### src/design/iord_consts.vh
// Constants for the I/O register space decoder
`ifndef IORD_CONSTS_VH
`define IORD_CONSTS_VH
// ==========================================
// Access kinds issued by the core
`define IORD_OP_NONE 3'h0
`define IORD_OP_IN 3'h1
`define IORD_OP_OUT 3'h2
`define IORD_OP_SET 3'h3
`define IORD_OP_CLR 3'h4
`define IORD_OP_TEST 3'h5
`define IORD_OP_LOAD 3'h6
`define IORD_OP_STORE 3'h7
// ==========================================
// Address ranges
`define IORD_BIT_MAX 6'h1f
`define IORD_IO_MAX 6'h3f
`define IORD_DATA_OFS 8'h20
`define IORD_EXT_MIN 8'h60
`define IORD_EXT_MAX 8'hff
// ==========================================
// Register offsets (I/O numbers)
`define IORD_PORT_A_PIN_INPUT 6'h00
`define IORD_PORT_A_DIRECTION 6'h01
`define IORD_PORT_A_OUTPUT_LATCH 6'h02
`define IORD_PORT_B_PIN_INPUT 6'h03
`define IORD_PORT_B_DIRECTION 6'h04
`define IORD_PORT_B_OUTPUT_LATCH 6'h05
`define IORD_PORT_C_PIN_INPUT 6'h06
`define IORD_PORT_C_DIRECTION 6'h07
`define IORD_PORT_C_OUTPUT_LATCH 6'h08
`define IORD_PORT_D_PIN_INPUT 6'h09
`define IORD_PORT_D_DIRECTION 6'h0a
`define IORD_PORT_D_OUTPUT_LATCH 6'h0b
`define IORD_TFLG0 6'h15
`define IORD_TFLG1 6'h16
`define IORD_TFLG2 6'h17
`define IORD_PCFLG 6'h1b
`define IORD_EXFLG 6'h1c
`define IORD_EXMSK 6'h1d
`define IORD_EEAH 6'h22
`define IORD_PRESC 6'h23
`define IORD_T0CA 6'h24
`define IORD_T0CB 6'h25
`define IORD_T0CNT 6'h26
`define IORD_T0CMPA 6'h27
`define IORD_T0CMPB 6'h28
`define IORD_SCR1 6'h2a
`define IORD_SCR2 6'h2b
`define IORD_SPCTL 6'h2c
`define IORD_SPSTA 6'h2d
`define IORD_SPDAT 6'h2e
`define IORD_CMPCS 6'h30
`define IORD_DBGD 6'h31
`define IORD_SLPC 6'h33
// ==========================================
// Implemented bit masks
`define IORD_M_ALL 8'hff
`define IORD_M_TFLG0 8'h07
`define IORD_M_TFLG1 8'h27
`define IORD_M_TFLG2 8'h07
`define IORD_M_PCFLG 8'h0f
`define IORD_M_EXFLG 8'h07
`define IORD_M_EXMSK 8'h07
`define IORD_M_EEAH 8'h03
`define IORD_M_PRESC 8'h83
`define IORD_M_T0CA 8'hf3
`define IORD_M_T0CB 8'hcf
`define IORD_M_SPSTA 8'h01
`define IORD_M_SPSTA_FLG 8'hc0
`define IORD_M_SLPC 8'h0f
`define IORD_RST 8'h00
`endif

### src/design/iord_addr_map.v
// Address mapper: core access kind and address to I/O index and legality
`timescale 1ns/100ps
`include "iord_consts.vh"
module iord_addr_map
(
  op,
  addr,
  io_idx,
  io_hit,
  ext_hit,
  legal
);
  input wire [2:0] op;
  input wire [7:0] addr;
  output reg [5:0] io_idx;
  output reg io_hit;
  output reg ext_hit;
  output reg legal;
  reg [7:0] diff;
  always @*
  begin
    diff = addr - `IORD_DATA_OFS;
    io_idx = addr[5:0];
    io_hit = 1'b0;
    ext_hit = 1'b0;
    legal = 1'b0;
    case (op)
      `IORD_OP_IN, `IORD_OP_OUT:
      begin
        io_hit = (addr[7:6] == 2'h0);
        legal = io_hit;
      end
      `IORD_OP_SET, `IORD_OP_CLR, `IORD_OP_TEST:
      begin
        io_hit = (addr <= {2'h0, `IORD_BIT_MAX});
        legal = io_hit;
      end
      `IORD_OP_LOAD, `IORD_OP_STORE:
      begin
        if (addr >= `IORD_DATA_OFS && addr < `IORD_EXT_MIN)
        begin
          io_idx = diff[5:0];
          io_hit = 1'b1;
        end
        ext_hit = (addr >= `IORD_EXT_MIN);
        legal = io_hit | ext_hit;
      end
      default:
      begin
        legal = 1'b0;
      end
    endcase
  end
endmodule

### src/design/iord_bit_unit.v
// Bit unit: read-modify-write value for set and clear, and bit test
`timescale 1ns/100ps
module iord_bit_unit
(
  rd_val,
  bit_sel,
  set_n_clr,
  rmw_val,
  bit_val
);
  input wire [7:0] rd_val;
  input wire [2:0] bit_sel;
  input wire set_n_clr;
  output wire [7:0] rmw_val;
  output wire bit_val;
  wire [7:0] onehot;
  assign onehot = 8'h01 << bit_sel;
  // Whole register written back, so set flags go back as ones
  assign rmw_val = set_n_clr ? (rd_val | onehot) : (rd_val & ~onehot);
  assign bit_val = rd_val[bit_sel];
endmodule

### src/design/iord_decoder.v
// I/O register space decoder with register bank and extended-range port
// Function
// - Set and clear bit instructions work on I/O numbers 0x00-0x1F only.
// - Bit test and skip works on the lowest thirty-two I/O numbers.
// - Certain flags clear on writing one; writing zero leaves them.
// - Bit set or clear writes back the whole register, clearing set flags.
// - Short in and out instructions reach I/O numbers 0x00-0x3F.
// - Data-space address equals I/O number plus 0x20.
// - Extended range 0x60-0xFF reachable only by load and store.
`timescale 1ns/100ps
`include "iord_consts.vh"
module iord_decoder
(
  clk,
  rst_b,
  acc_valid,
  acc_op,
  acc_addr,
  acc_wdata,
  acc_bit,
  pin_a,
  pin_b,
  pin_c,
  pin_d,
  flag_set_t0,
  flag_set_t1,
  flag_set_t2,
  flag_set_pc,
  flag_set_ex,
  flag_set_sp,
  acc_rdata_ff,
  acc_skip_ff,
  acc_err_ff,
  ext_wr_ff,
  ext_rd_ff,
  ext_addr_ff,
  ext_wdata_ff,
  dir_a_ff,
  out_a_ff,
  dir_b_ff,
  out_b_ff,
  dir_c_ff,
  out_c_ff,
  dir_d_ff,
  out_d_ff,
  ex_mask_ff,
  slp_ctl_ff
);
  input wire clk;
  input wire rst_b;
  input wire acc_valid;
  input wire [2:0] acc_op;
  input wire [7:0] acc_addr;
  input wire [7:0] acc_wdata;
  input wire [2:0] acc_bit;
  input wire [7:0] pin_a;
  input wire [7:0] pin_b;
  input wire [7:0] pin_c;
  input wire [7:0] pin_d;
  input wire [7:0] flag_set_t0;
  input wire [7:0] flag_set_t1;
  input wire [7:0] flag_set_t2;
  input wire [7:0] flag_set_pc;
  input wire [7:0] flag_set_ex;
  input wire [7:0] flag_set_sp;
  output reg [7:0] acc_rdata_ff;
  output reg acc_skip_ff;
  output reg acc_err_ff;
  output reg ext_wr_ff;
  output reg ext_rd_ff;
  output reg [7:0] ext_addr_ff;
  output reg [7:0] ext_wdata_ff;
  output reg [7:0] dir_a_ff;
  output reg [7:0] out_a_ff;
  output reg [7:0] dir_b_ff;
  output reg [7:0] out_b_ff;
  output reg [7:0] dir_c_ff;
  output reg [7:0] out_c_ff;
  output reg [7:0] dir_d_ff;
  output reg [7:0] out_d_ff;
  output reg [7:0] ex_mask_ff;
  output reg [7:0] slp_ctl_ff;

  localparam NREG = 64;
  // ==========================================
  // Storage
  reg [7:0] bank_ff [0:NREG-1];
  reg [7:0] nxt_bank [0:NREG-1];
  wire [5:0] io_idx;
  wire io_hit;
  wire ext_hit;
  wire legal;
  wire [7:0] rmw_val;
  wire bit_val;
  reg [7:0] rd_val;
  reg [7:0] wr_val;
  reg wr_en;
  integer i;
  integer k;

  // ==========================================
  // Implemented bits per I/O number
  function [7:0] impl_mask;
    input [5:0] idx;
    begin
      case (idx)
        `IORD_PORT_A_DIRECTION, `IORD_PORT_A_OUTPUT_LATCH, `IORD_PORT_B_DIRECTION, `IORD_PORT_B_OUTPUT_LATCH,
        `IORD_PORT_C_DIRECTION, `IORD_PORT_C_OUTPUT_LATCH, `IORD_PORT_D_DIRECTION, `IORD_PORT_D_OUTPUT_LATCH,
        `IORD_T0CNT, `IORD_T0CMPA, `IORD_T0CMPB, `IORD_SCR1, `IORD_SCR2,
        `IORD_SPCTL, `IORD_SPDAT, `IORD_CMPCS, `IORD_DBGD: impl_mask = `IORD_M_ALL;
        `IORD_TFLG0: impl_mask = `IORD_M_TFLG0;
        `IORD_TFLG1: impl_mask = `IORD_M_TFLG1;
        `IORD_TFLG2: impl_mask = `IORD_M_TFLG2;
        `IORD_PCFLG: impl_mask = `IORD_M_PCFLG;
        `IORD_EXFLG: impl_mask = `IORD_M_EXFLG;
        `IORD_EXMSK: impl_mask = `IORD_M_EXMSK;
        `IORD_EEAH: impl_mask = `IORD_M_EEAH;
        `IORD_PRESC: impl_mask = `IORD_M_PRESC;
        `IORD_T0CA: impl_mask = `IORD_M_T0CA;
        `IORD_T0CB: impl_mask = `IORD_M_T0CB;
        `IORD_SPSTA: impl_mask = `IORD_M_SPSTA | `IORD_M_SPSTA_FLG;
        `IORD_SLPC: impl_mask = `IORD_M_SLPC;
        default: impl_mask = `IORD_RST;
      endcase
    end
  endfunction

  // Write-one-to-clear bits per I/O number
  function [7:0] w1c_mask;
    input [5:0] idx;
    begin
      case (idx)
        `IORD_TFLG0: w1c_mask = `IORD_M_TFLG0;
        `IORD_TFLG1: w1c_mask = `IORD_M_TFLG1;
        `IORD_TFLG2: w1c_mask = `IORD_M_TFLG2;
        `IORD_PCFLG: w1c_mask = `IORD_M_PCFLG;
        `IORD_EXFLG: w1c_mask = `IORD_M_EXFLG;
        default: w1c_mask = `IORD_RST;
      endcase
    end
  endfunction

  // Hardware flag set inputs per I/O number, passed in so the caller sees them change
  function [7:0] hw_set;
    input [5:0] idx;
    input [7:0] f_t0;
    input [7:0] f_t1;
    input [7:0] f_t2;
    input [7:0] f_pc;
    input [7:0] f_ex;
    input [7:0] f_sp;
    begin
      case (idx)
        `IORD_TFLG0: hw_set = f_t0 & `IORD_M_TFLG0;
        `IORD_TFLG1: hw_set = f_t1 & `IORD_M_TFLG1;
        `IORD_TFLG2: hw_set = f_t2 & `IORD_M_TFLG2;
        `IORD_PCFLG: hw_set = f_pc & `IORD_M_PCFLG;
        `IORD_EXFLG: hw_set = f_ex & `IORD_M_EXFLG;
        `IORD_SPSTA: hw_set = f_sp & `IORD_M_SPSTA_FLG;
        default: hw_set = `IORD_RST;
      endcase
    end
  endfunction

  // ==========================================
  // Decode
  iord_addr_map u_map
  (
    .op(acc_op),
    .addr(acc_addr),
    .io_idx(io_idx),
    .io_hit(io_hit),
    .ext_hit(ext_hit),
    .legal(legal)
  );

  iord_bit_unit u_bit
  (
    .rd_val(rd_val),
    .bit_sel(acc_bit),
    .set_n_clr(acc_op == `IORD_OP_SET),
    .rmw_val(rmw_val),
    .bit_val(bit_val)
  );

  // ==========================================
  // Read mux: pin registers show pins, reserved bits read zero
  always @*
  begin
    case (io_idx)
      `IORD_PORT_A_PIN_INPUT: rd_val = pin_a;
      `IORD_PORT_B_PIN_INPUT: rd_val = pin_b;
      `IORD_PORT_C_PIN_INPUT: rd_val = pin_c;
      `IORD_PORT_D_PIN_INPUT: rd_val = pin_d;
      default: rd_val = bank_ff[io_idx] & impl_mask(io_idx);
    endcase
  end

  // ==========================================
  // Write value selection
  always @*
  begin
    wr_en = 1'b0;
    wr_val = acc_wdata;
    if (acc_valid && legal && io_hit)
    begin
      case (acc_op)
        `IORD_OP_OUT, `IORD_OP_STORE:
        begin
          wr_en = 1'b1;
          wr_val = acc_wdata;
        end
        `IORD_OP_SET, `IORD_OP_CLR:
        begin
          wr_en = 1'b1;
          wr_val = rmw_val;
        end
        default:
        begin
          wr_en = 1'b0;
        end
      endcase
    end
  end

  // ==========================================
  // Next bank state; hardware set wins over software clear
  always @*
  begin
    for (i = 0; i < NREG; i = i + 1)
    begin
      nxt_bank[i] = bank_ff[i];
      if (wr_en && io_idx == i[5:0])
      begin
        nxt_bank[i] = (bank_ff[i] & w1c_mask(i[5:0]) & ~wr_val)
                    | (wr_val & impl_mask(i[5:0]) & ~w1c_mask(i[5:0]));
        if (i[5:0] == `IORD_SPSTA)
        begin
          nxt_bank[i] = (bank_ff[i] & `IORD_M_SPSTA_FLG) | (wr_val & `IORD_M_SPSTA);
        end
        if (i[5:0] == `IORD_PORT_A_PIN_INPUT || i[5:0] == `IORD_PORT_B_PIN_INPUT
            || i[5:0] == `IORD_PORT_C_PIN_INPUT || i[5:0] == `IORD_PORT_D_PIN_INPUT)
        begin
          nxt_bank[i] = bank_ff[i];
        end
      end
      nxt_bank[i] = nxt_bank[i] | hw_set(i[5:0], flag_set_t0, flag_set_t1, flag_set_t2,
                                         flag_set_pc, flag_set_ex, flag_set_sp);
    end
  end

  // ==========================================
  // Registers
  always @(posedge clk or negedge rst_b)
  begin
    if (!rst_b)
    begin
      for (k = 0; k < NREG; k = k + 1)
        bank_ff[k] <= `IORD_RST;
    end
    else
    begin
      for (k = 0; k < NREG; k = k + 1)
        bank_ff[k] <= nxt_bank[k];
    end
  end

  // ==========================================
  // Core answer and extended-range port
  always @(posedge clk or negedge rst_b)
  begin
    if (!rst_b)
    begin
      acc_rdata_ff <= `IORD_RST;
      acc_skip_ff <= 1'b0;
      acc_err_ff <= 1'b0;
      ext_wr_ff <= 1'b0;
      ext_rd_ff <= 1'b0;
      ext_addr_ff <= `IORD_RST;
      ext_wdata_ff <= `IORD_RST;
    end
    else
    begin
      acc_rdata_ff <= `IORD_RST;
      acc_skip_ff <= 1'b0;
      acc_err_ff <= acc_valid && (acc_op != `IORD_OP_NONE) && !legal;
      ext_wr_ff <= acc_valid && ext_hit && acc_op == `IORD_OP_STORE;
      ext_rd_ff <= acc_valid && ext_hit && acc_op == `IORD_OP_LOAD;
      if (acc_valid && ext_hit)
      begin
        ext_addr_ff <= acc_addr;
        ext_wdata_ff <= acc_wdata;
      end
      if (acc_valid && io_hit && (acc_op == `IORD_OP_IN || acc_op == `IORD_OP_LOAD))
        acc_rdata_ff <= rd_val;
      if (acc_valid && io_hit && acc_op == `IORD_OP_TEST)
        acc_skip_ff <= (bit_val == acc_wdata[0]);
    end
  end

  // ==========================================
  // Control outputs mirror stored registers
  always @(posedge clk or negedge rst_b)
  begin
    if (!rst_b)
    begin
      dir_a_ff <= `IORD_RST;
      out_a_ff <= `IORD_RST;
      dir_b_ff <= `IORD_RST;
      out_b_ff <= `IORD_RST;
      dir_c_ff <= `IORD_RST;
      out_c_ff <= `IORD_RST;
      dir_d_ff <= `IORD_RST;
      out_d_ff <= `IORD_RST;
      ex_mask_ff <= `IORD_RST;
      slp_ctl_ff <= `IORD_RST;
    end
    else
    begin
      dir_a_ff <= nxt_bank[`IORD_PORT_A_DIRECTION];
      out_a_ff <= nxt_bank[`IORD_PORT_A_OUTPUT_LATCH];
      dir_b_ff <= nxt_bank[`IORD_PORT_B_DIRECTION];
      out_b_ff <= nxt_bank[`IORD_PORT_B_OUTPUT_LATCH];
      dir_c_ff <= nxt_bank[`IORD_PORT_C_DIRECTION];
      out_c_ff <= nxt_bank[`IORD_PORT_C_OUTPUT_LATCH];
      dir_d_ff <= nxt_bank[`IORD_PORT_D_DIRECTION];
      out_d_ff <= nxt_bank[`IORD_PORT_D_OUTPUT_LATCH];
      ex_mask_ff <= nxt_bank[`IORD_EXMSK] & `IORD_M_EXMSK;
      slp_ctl_ff <= nxt_bank[`IORD_SLPC] & `IORD_M_SLPC;
    end
  end
endmodule

### config.mk
export PLATFORM = sky130hd
export DESIGN_NAME = iord_decoder
export DESIGN_NICKNAME = d
export VERILOG_FILES = /design/src/design/iord_addr_map.v /design/src/design/iord_bit_unit.v /design/src/design/iord_decoder.v
export VERILOG_INCLUDE_DIRS = /design/src /design/src/design
export SDC_FILE = /design/constraint.sdc
export NUM_CORES = 1
export LEC_CHECK = 0
export ABC_AREA = 0
export BUFFER_PORTS_ARGS = -buffer_cell sky130_fd_sc_hd__buf_2
export CORE_MARGIN = 8
export CORE_UTILIZATION = 45
export DETAILED_ROUTE_END_ITERATION = 12
export PLACE_DENSITY_LB_ADDON = 0.25
export SYNTH_ARGS = -nofsm -noshare
export SYNTH_HDL_FRONTEND = slang
export SYNTH_SLANG_ARGS = --single-unit
### constraint.sdc
create_clock -name clk -period 4.02 [get_ports clk]
set_clock_uncertainty 0.1 [all_clocks]
set_input_delay 0.804 -clock clk [delete_from_list [all_inputs] [get_ports clk]]
set_output_delay 0.804 -clock clk [all_outputs]
set_load 0.1 [all_outputs]
* Yosys cells after proc, flatten, opt, wreduce, memory -nomap -nowiden
Memory sizes are Yosys's and may differ from the RTL's.
Index checks and enable logic that the tools add are counted.
** Word-level totals
- Register bits after elaboration :: 508
- Bits in read-only memories :: 512
- Bits of input ports :: 105
- Logic and storage cells :: 708
- Memories :: 1
** Memories
- (name not given) :: depth 64, bits a word 8, read ports 1, clocked after memory_dff 0, write ports 0, line iord_decoder.v:106 : case (idx)
** Operators by class
- Add/sub/neg operators :: 1
- $lt $le $gt $ge :: 6
- Equal/unequal tests :: 71
- Shifts and indexed selects :: 1
- Muxes and demuxes :: 109
- Bitwise gates (word level) :: 368
- Reduce and logical (&&, ||, !) cells :: 82
** Operator list (count)
- AND 8 bit :: 238
- 2-to-1 mux 8 bit :: 95
- inverter 8 bit :: 61
- OR 8 bit :: 61
- equality test 6 bit (second input constant) :: 32
- equality test 6 x 5 -> 1 bit (second input constant) :: 16
- logical AND 1 bit :: 71
- binary-select mux 8 bit (select 6 bit) :: 1
- equality test 6 x 4 -> 1 bit (second input constant) :: 8
- case mux 8 bit (4 select lines) :: 1
- equality test 6 x 3 -> 1 bit (second input constant) :: 4
- OR 8 x 3 -> 8 bit :: 3
- equality test 3 bit (second input constant) :: 4
- equality test 6 x 2 -> 1 bit (second input constant) :: 2
- 2-to-1 mux 6 bit :: 2
- greater-or-equal comparator 8 x 6 -> 1 bit (second input constant) :: 1
- greater-or-equal comparator 8 x 7 -> 1 bit (second input constant) :: 1
- <= comparator 8 x 5 -> 1 bit (second input constant) :: 1
- less-than comparator 8 x 7 -> 1 bit (second input constant) :: 1
- OR 8 x 1 -> 8 bit :: 1
- OR 8 x 4 -> 8 bit :: 1
- OR 8 x 6 -> 8 bit :: 1
- OR reduction 4 bit :: 2
- << shifter 1 x 3 -> 8 bit (first input constant) :: 1
- other kinds (19) :: 29

* Depth between registers and ports, before layout
- Word-level depth :: 19
- Depth in mapped cells :: 15
- Depth with buffers taken out :: 11

* Modules after synthesis
Synthesis repeated with hierarchy kept, for this count alone.
** Unflattened totals
- Cell total of the unflattened synthesis :: 1098
- Area total of the unflattened synthesis :: 11822.6 sq um
** By module, submodules not included
- iord_decoder :: times used 1, cells an instance 1047, area each 11438.5 sq um, seq. area each 5205.0 sq um
- iord_bit_unit :: times used 1, cells an instance 28, area each 235.2 sq um, seq. area each 0.0 sq um
- iord_addr_map :: times used 1, cells an instance 23, area each 148.9 sq um, seq. area each 0.0 sq um

* Worst setup path before layout
Ideal clock, no wire load.
- Path type :: input to register
- Start :: in acc_addr[0]
- End :: reg acc_skip_ff
- Library setup time :: 124 ps
- Data arrival time :: 3773 ps
- Setup slack :: 23 ps
- Stages :: 14
- Cells stage by stage :: buf_2 -> clkinv_1 -> clkbuf_1 -> ha_1 -> clkbuf_1 -> and3b_1 -> clkbuf_1 -> a221oi_1 -> nor2_1 -> o31ai_4 -> nor2_1 -> or4b_4 -> a21oi_1 -> nor3b_2
** On the way
- Cells in the longest elaborated chain, start to end :: 14
** Ends and longest elaborated chain
- start, declared :: line iord_decoder.v:53 : input wire [7:0] acc_addr;
- greater-or-equal comparator 8 x 6 -> 1 bit (no line) / less-than comparator 8 x 7 -> 1 bit (equally long branches)
- logical AND 1 bit (no line)
- 2-to-1 mux 6 bit :: line iord_addr_map.v:40 : if (addr >= `IORD_DATA_OFS && addr < `IORD_EXT_MIN)
- 2-to-1 mux 6 bit :: line iord_addr_map.v:27 : case (op)
- inverter 6 -> 7 bit (implied by the code) :: line iord_decoder.v:195 : default: rd_val = bank_ff[io_idx] & impl_mask(io_idx);
- binary-select mux 8 bit (select 6 bit) :: line iord_decoder.v:195
- 2-to-1 mux 8 bit (implied by the code) (2 in a row) :: line iord_decoder.v:195
- AND 8 bit :: line iord_decoder.v:195
- case mux 8 bit (4 select lines) :: line iord_decoder.v:190 : case (io_idx)
- binary-select mux 1 bit (select 3 bit) :: line iord_bit_unit.v:20 : assign bit_val = rd_val[bit_sel];
- 2-to-1 mux 1 bit (implied by the code) :: line iord_bit_unit.v:20
- equality test 1 bit :: line iord_decoder.v:297 : acc_skip_ff <= (bit_val == acc_wdata[0]);
- 2-to-1 mux 1 bit * :: line iord_decoder.v:296 : if (acc_valid && io_hit && acc_op == `IORD_OP_TEST)
- end signal, assigned :: line iord_decoder.v:297
- end, declared :: line iord_decoder.v:67 : output reg acc_skip_ff;
Mark *: on every way between the ends. The rest lies on a longest branch, timed or not. The select of a mux whose other input is x is not followed.
A chain may end at the register's enable or synchronous reset.

==> flow_metrics.env <==
export IMPL_grt_pass1_vias=9145
export IMPL_synth_area_leaders="dfrtp_1 45%, mux2_2 14%, buf_4 6.0%"
export IMPL_grt_use_met2_pct=36.5
export IMPL_fin_setup_tns_ns=0
export IMPL_cts_root_buf="clkbuf_16"
export IMPL_drv_slew=0
export IMPL_ctsResizeCount=0
export IMPL_cts_made_buffers=23
export IMPL_max_freq_mhz=295
export IMPL_wl_per_cell_um=22.8
export IMPL_synth_top_area_share_pct=44.9
export IMPL_ys_seq_elements=208
export IMPL_drv_cap=0
export IMPL_portBuffers=174
export IMPL_cts_hold_buf=0
export IMPL_synth_avg_cell_area_um2=10.5
export IMPL_path_clk_slew_ns=0.07
export IMPL_cts_sink_count=208
export IMPL_synth_xor_xnor_area_share_pct=0
export IMPL_gp_congestion=0.975
export IMPL_routed_wirelength_um=36500
export IMPL_h_tree_depth=1
export IMPL_die_h_um=177
export IMPL_fin_crit_ns=3.39
export IMPL_cp_data_required_time_ns=4.34
export IMPL_place_ws_ns=0.0902
export IMPL_setup_ws_ns=0.627
export IMPL_layout_nets=1365
export IMPL_p_total_mw=5.46
export IMPL_cp_start_kind="input port"
export IMPL_io_pins=213
export IMPL_crit_type="input port to register"
export IMPL_antenna_found_initial=2
export IMPL_power_density_nw_per_um2=401
export IMPL_initial_core_util_pct=46.0
export IMPL_yosysUniqueCellTypes=87
export IMPL_drt_iter0_markers=724
export IMPL_startpoint="acc_addr[0]"
export IMPL_post_place_cells=1559
export IMPL_grt_util_met3_pct=4.02
export IMPL_met1_usage_pct=30.2
export IMPL_via_per_inst=5.77
export IMPL_syn_instance_count=1107
export IMPL_synth_top_area_cell="dfrtp_1"
export IMPL_synth_compound_gate_area_share_pct=15.5
export IMPL_post_synth_top_count_cell="dfrtp_1"
export IMPL_end_kind="register"
export IMPL_r2r_start="bank_ff[431]"
export IMPL_crit_path_max_fanout=49
export IMPL_synthMuxAreaShare_pct=17.5
export IMPL_clockBufferDepth=3
export IMPL_fill_cells=2266
export IMPL_grt_pass1_wl_um=55100
export IMPL_synthSimpleGateAreaFrac_pct=11.8
export IMPL_status="finished clean"
export IMPL_fin_cells=1601
export IMPL_hp_class="input port to asynchronous set/reset pin"
export IMPL_area_growth_pct=17.4
export IMPL_tightest_slew_ns=0.792
export IMPL_synth_ff_type="dfrtp_1"
export IMPL_utilization_pct=53.9
export IMPL_diodes=0
export IMPL_synth_top_family_by_area="multiplexers"
export IMPL_postCtsSetupRepairBufs=0
export IMPL_grt_max_degree=94
export IMPL_finalHoldViolCount=0
export IMPL_grt_overflow=0
export IMPL_detail_route_first_pass_iterations=5
export IMPL_netlist_area_um2=11600
export IMPL_fin_crit_sh_pct=84.4
export IMPL_leakage_nw=6.55
export IMPL_dieArea_um2=31200
export IMPL_ys_seq_area_share_pct=44.9
export IMPL_die_x_um=177
export IMPL_drc_errors=0
export IMPL_rsz0062_at_grt="false"
export IMPL_setup_violations=0
export IMPL_layout_drive_gt1_share_pct=38.9
export IMPL_synth_edf_count=0
export IMPL_coreArea_um2=25300
export IMPL_max_slew_margin_rel_pct=47.2
export IMPL_vdd_drop_max_mv=0.350
export IMPL_async_flop_share_pct=100
export IMPL_clkLatencyLatePin_ns=0.53
export IMPL_yosys_area_share_adder_pct=0.647
export IMPL_tritoncts="done"
export IMPL_crit_arrival_ns=3.71
export IMPL_dpl_hpwl_um=26800
export IMPL_drtAntennaViolNets=0
export IMPL_yosys_warnings=0
export IMPL_rows=58
export IMPL_synthTopCellsByCount="208 x dfrtp_1, 143 x mux2_2, 102 x nand2_1, 92 x buf_4, 85 x o21ai_0"
export IMPL_dr_total_vias=9245
export IMPL_grt_usage_pct=22.7
export IMPL_grt_busiest_layer="met2"
==> power by group <==
part | internal (mW) | total [mW] | switching, mW
clock | 1.29 | 2.17 | 0.880
sequential | 2.16 | 2.20 | 0.0371
combinational | 0.283 | 1.09 | 0.809
==> kinds of logic (layout without fill, tap and decap cells) <==
logic type / count (synthesis) / in the layout
muxes: 180 / 180
other: 1 / 9
DFF: 208 / 208
AOI/OAI and AO/OA: 259 / 259
adders and majority gates: 6 / 6
and+or+nand+nor: 274 / 274
buffers and inverters: 179 / 335
==> placed cells by master, fill, tap and decap left out, types with 7 or more instances in the layout <==
master	count
clkbuf_16	23
mux2_2	143
a221oi_1	12
nor3_1	11
nor2_1	41
mux2i_1	31
a22oi_1	25
nor2b_1	18
nand3_1	38
a31oi_1	9
a211oi_1	10
nand2_1	102
dfrtp_1	208
buf_4	90
buf_2	173
clkinv_2	7
buf_12	15
and2_1	8
o21ai_0	84
nand4_1	9
a21oi_1	32
a21o_1	11
nand2b_1	9
inv_1	10
conb_1	9
and3_1	9
==> worst max-delay path, stage by stage <==
cell	delay, ns
buf_2	0.14
buf_12	0.20
ha_1	0.27
and3b_1	0.29
a211oi_1	0.41
nor2_1	0.11
or2_0	0.23
a311o_2	0.41
a21oi_1	0.15
o31a_2	0.27
buf_4	0.17
nand2_1	0.06
a21o_1	0.18
==> state kept, by name, indices dropped and copies added (netlist names) <==
| name | cells |
|---|---|
| acc_err_ff | 1 |
| acc_rdata_ff | 8 |
| acc_skip_ff | 1 |
| bank_ff | 176 |
| ext_addr_ff | 8 |
| ext_rd_ff | 1 |
| ext_wdata_ff | 8 |
| ext_wr_ff | 1 |
| slp_ctl_ff | 4 |
==> final timing paths <==
check / to / slack (ns) / depth (start not counted)
max in group asynchronous: bank_ff[184] / 2.71 / 2
min in group clk: bank_ff[322] / 0.35 / 2
min reg2reg: bank_ff[322] / 0.38 / 1
max reg2reg: bank_ff[127] / 1.08 / 10
max: bank_ff[338] / 0.63 / 13
min: acc_rdata_ff[1] / 0.24 / 1
==> final cells by class <==
class	count	area, um^2	share of cell area, %
clock inverter	15	168	1.23
tap	330	413	3.03
clock buffer	27	611	4.48
multi-input combinational	728	5320	39.0
timing repair buffer	279	1860	13.6
inverter	14	52.6	0.386
sequential	208	5200	38.2
==> routing by layer <==
metal	up-vias	wire length (um)
li1	4217	-
met1	4562	15400
met2	385	17000
met3	77	2840
met4	4	1180
met5	-	22
==> stage by stage <==
| step | hold WS [ns] | instance area, um^2 |
|---|---|---|
| final | 0.239 | 13600 |
| after detailed placement | 0.365 | 12800 |
| after floorplan | 0.337 | 11600 |
| after CTS | 0.275 | 13600 |
| after global routing | 0.307 | 13600 |
| after global placement | 0.356 | 12800 |
(Power assumes the default switching activity.)
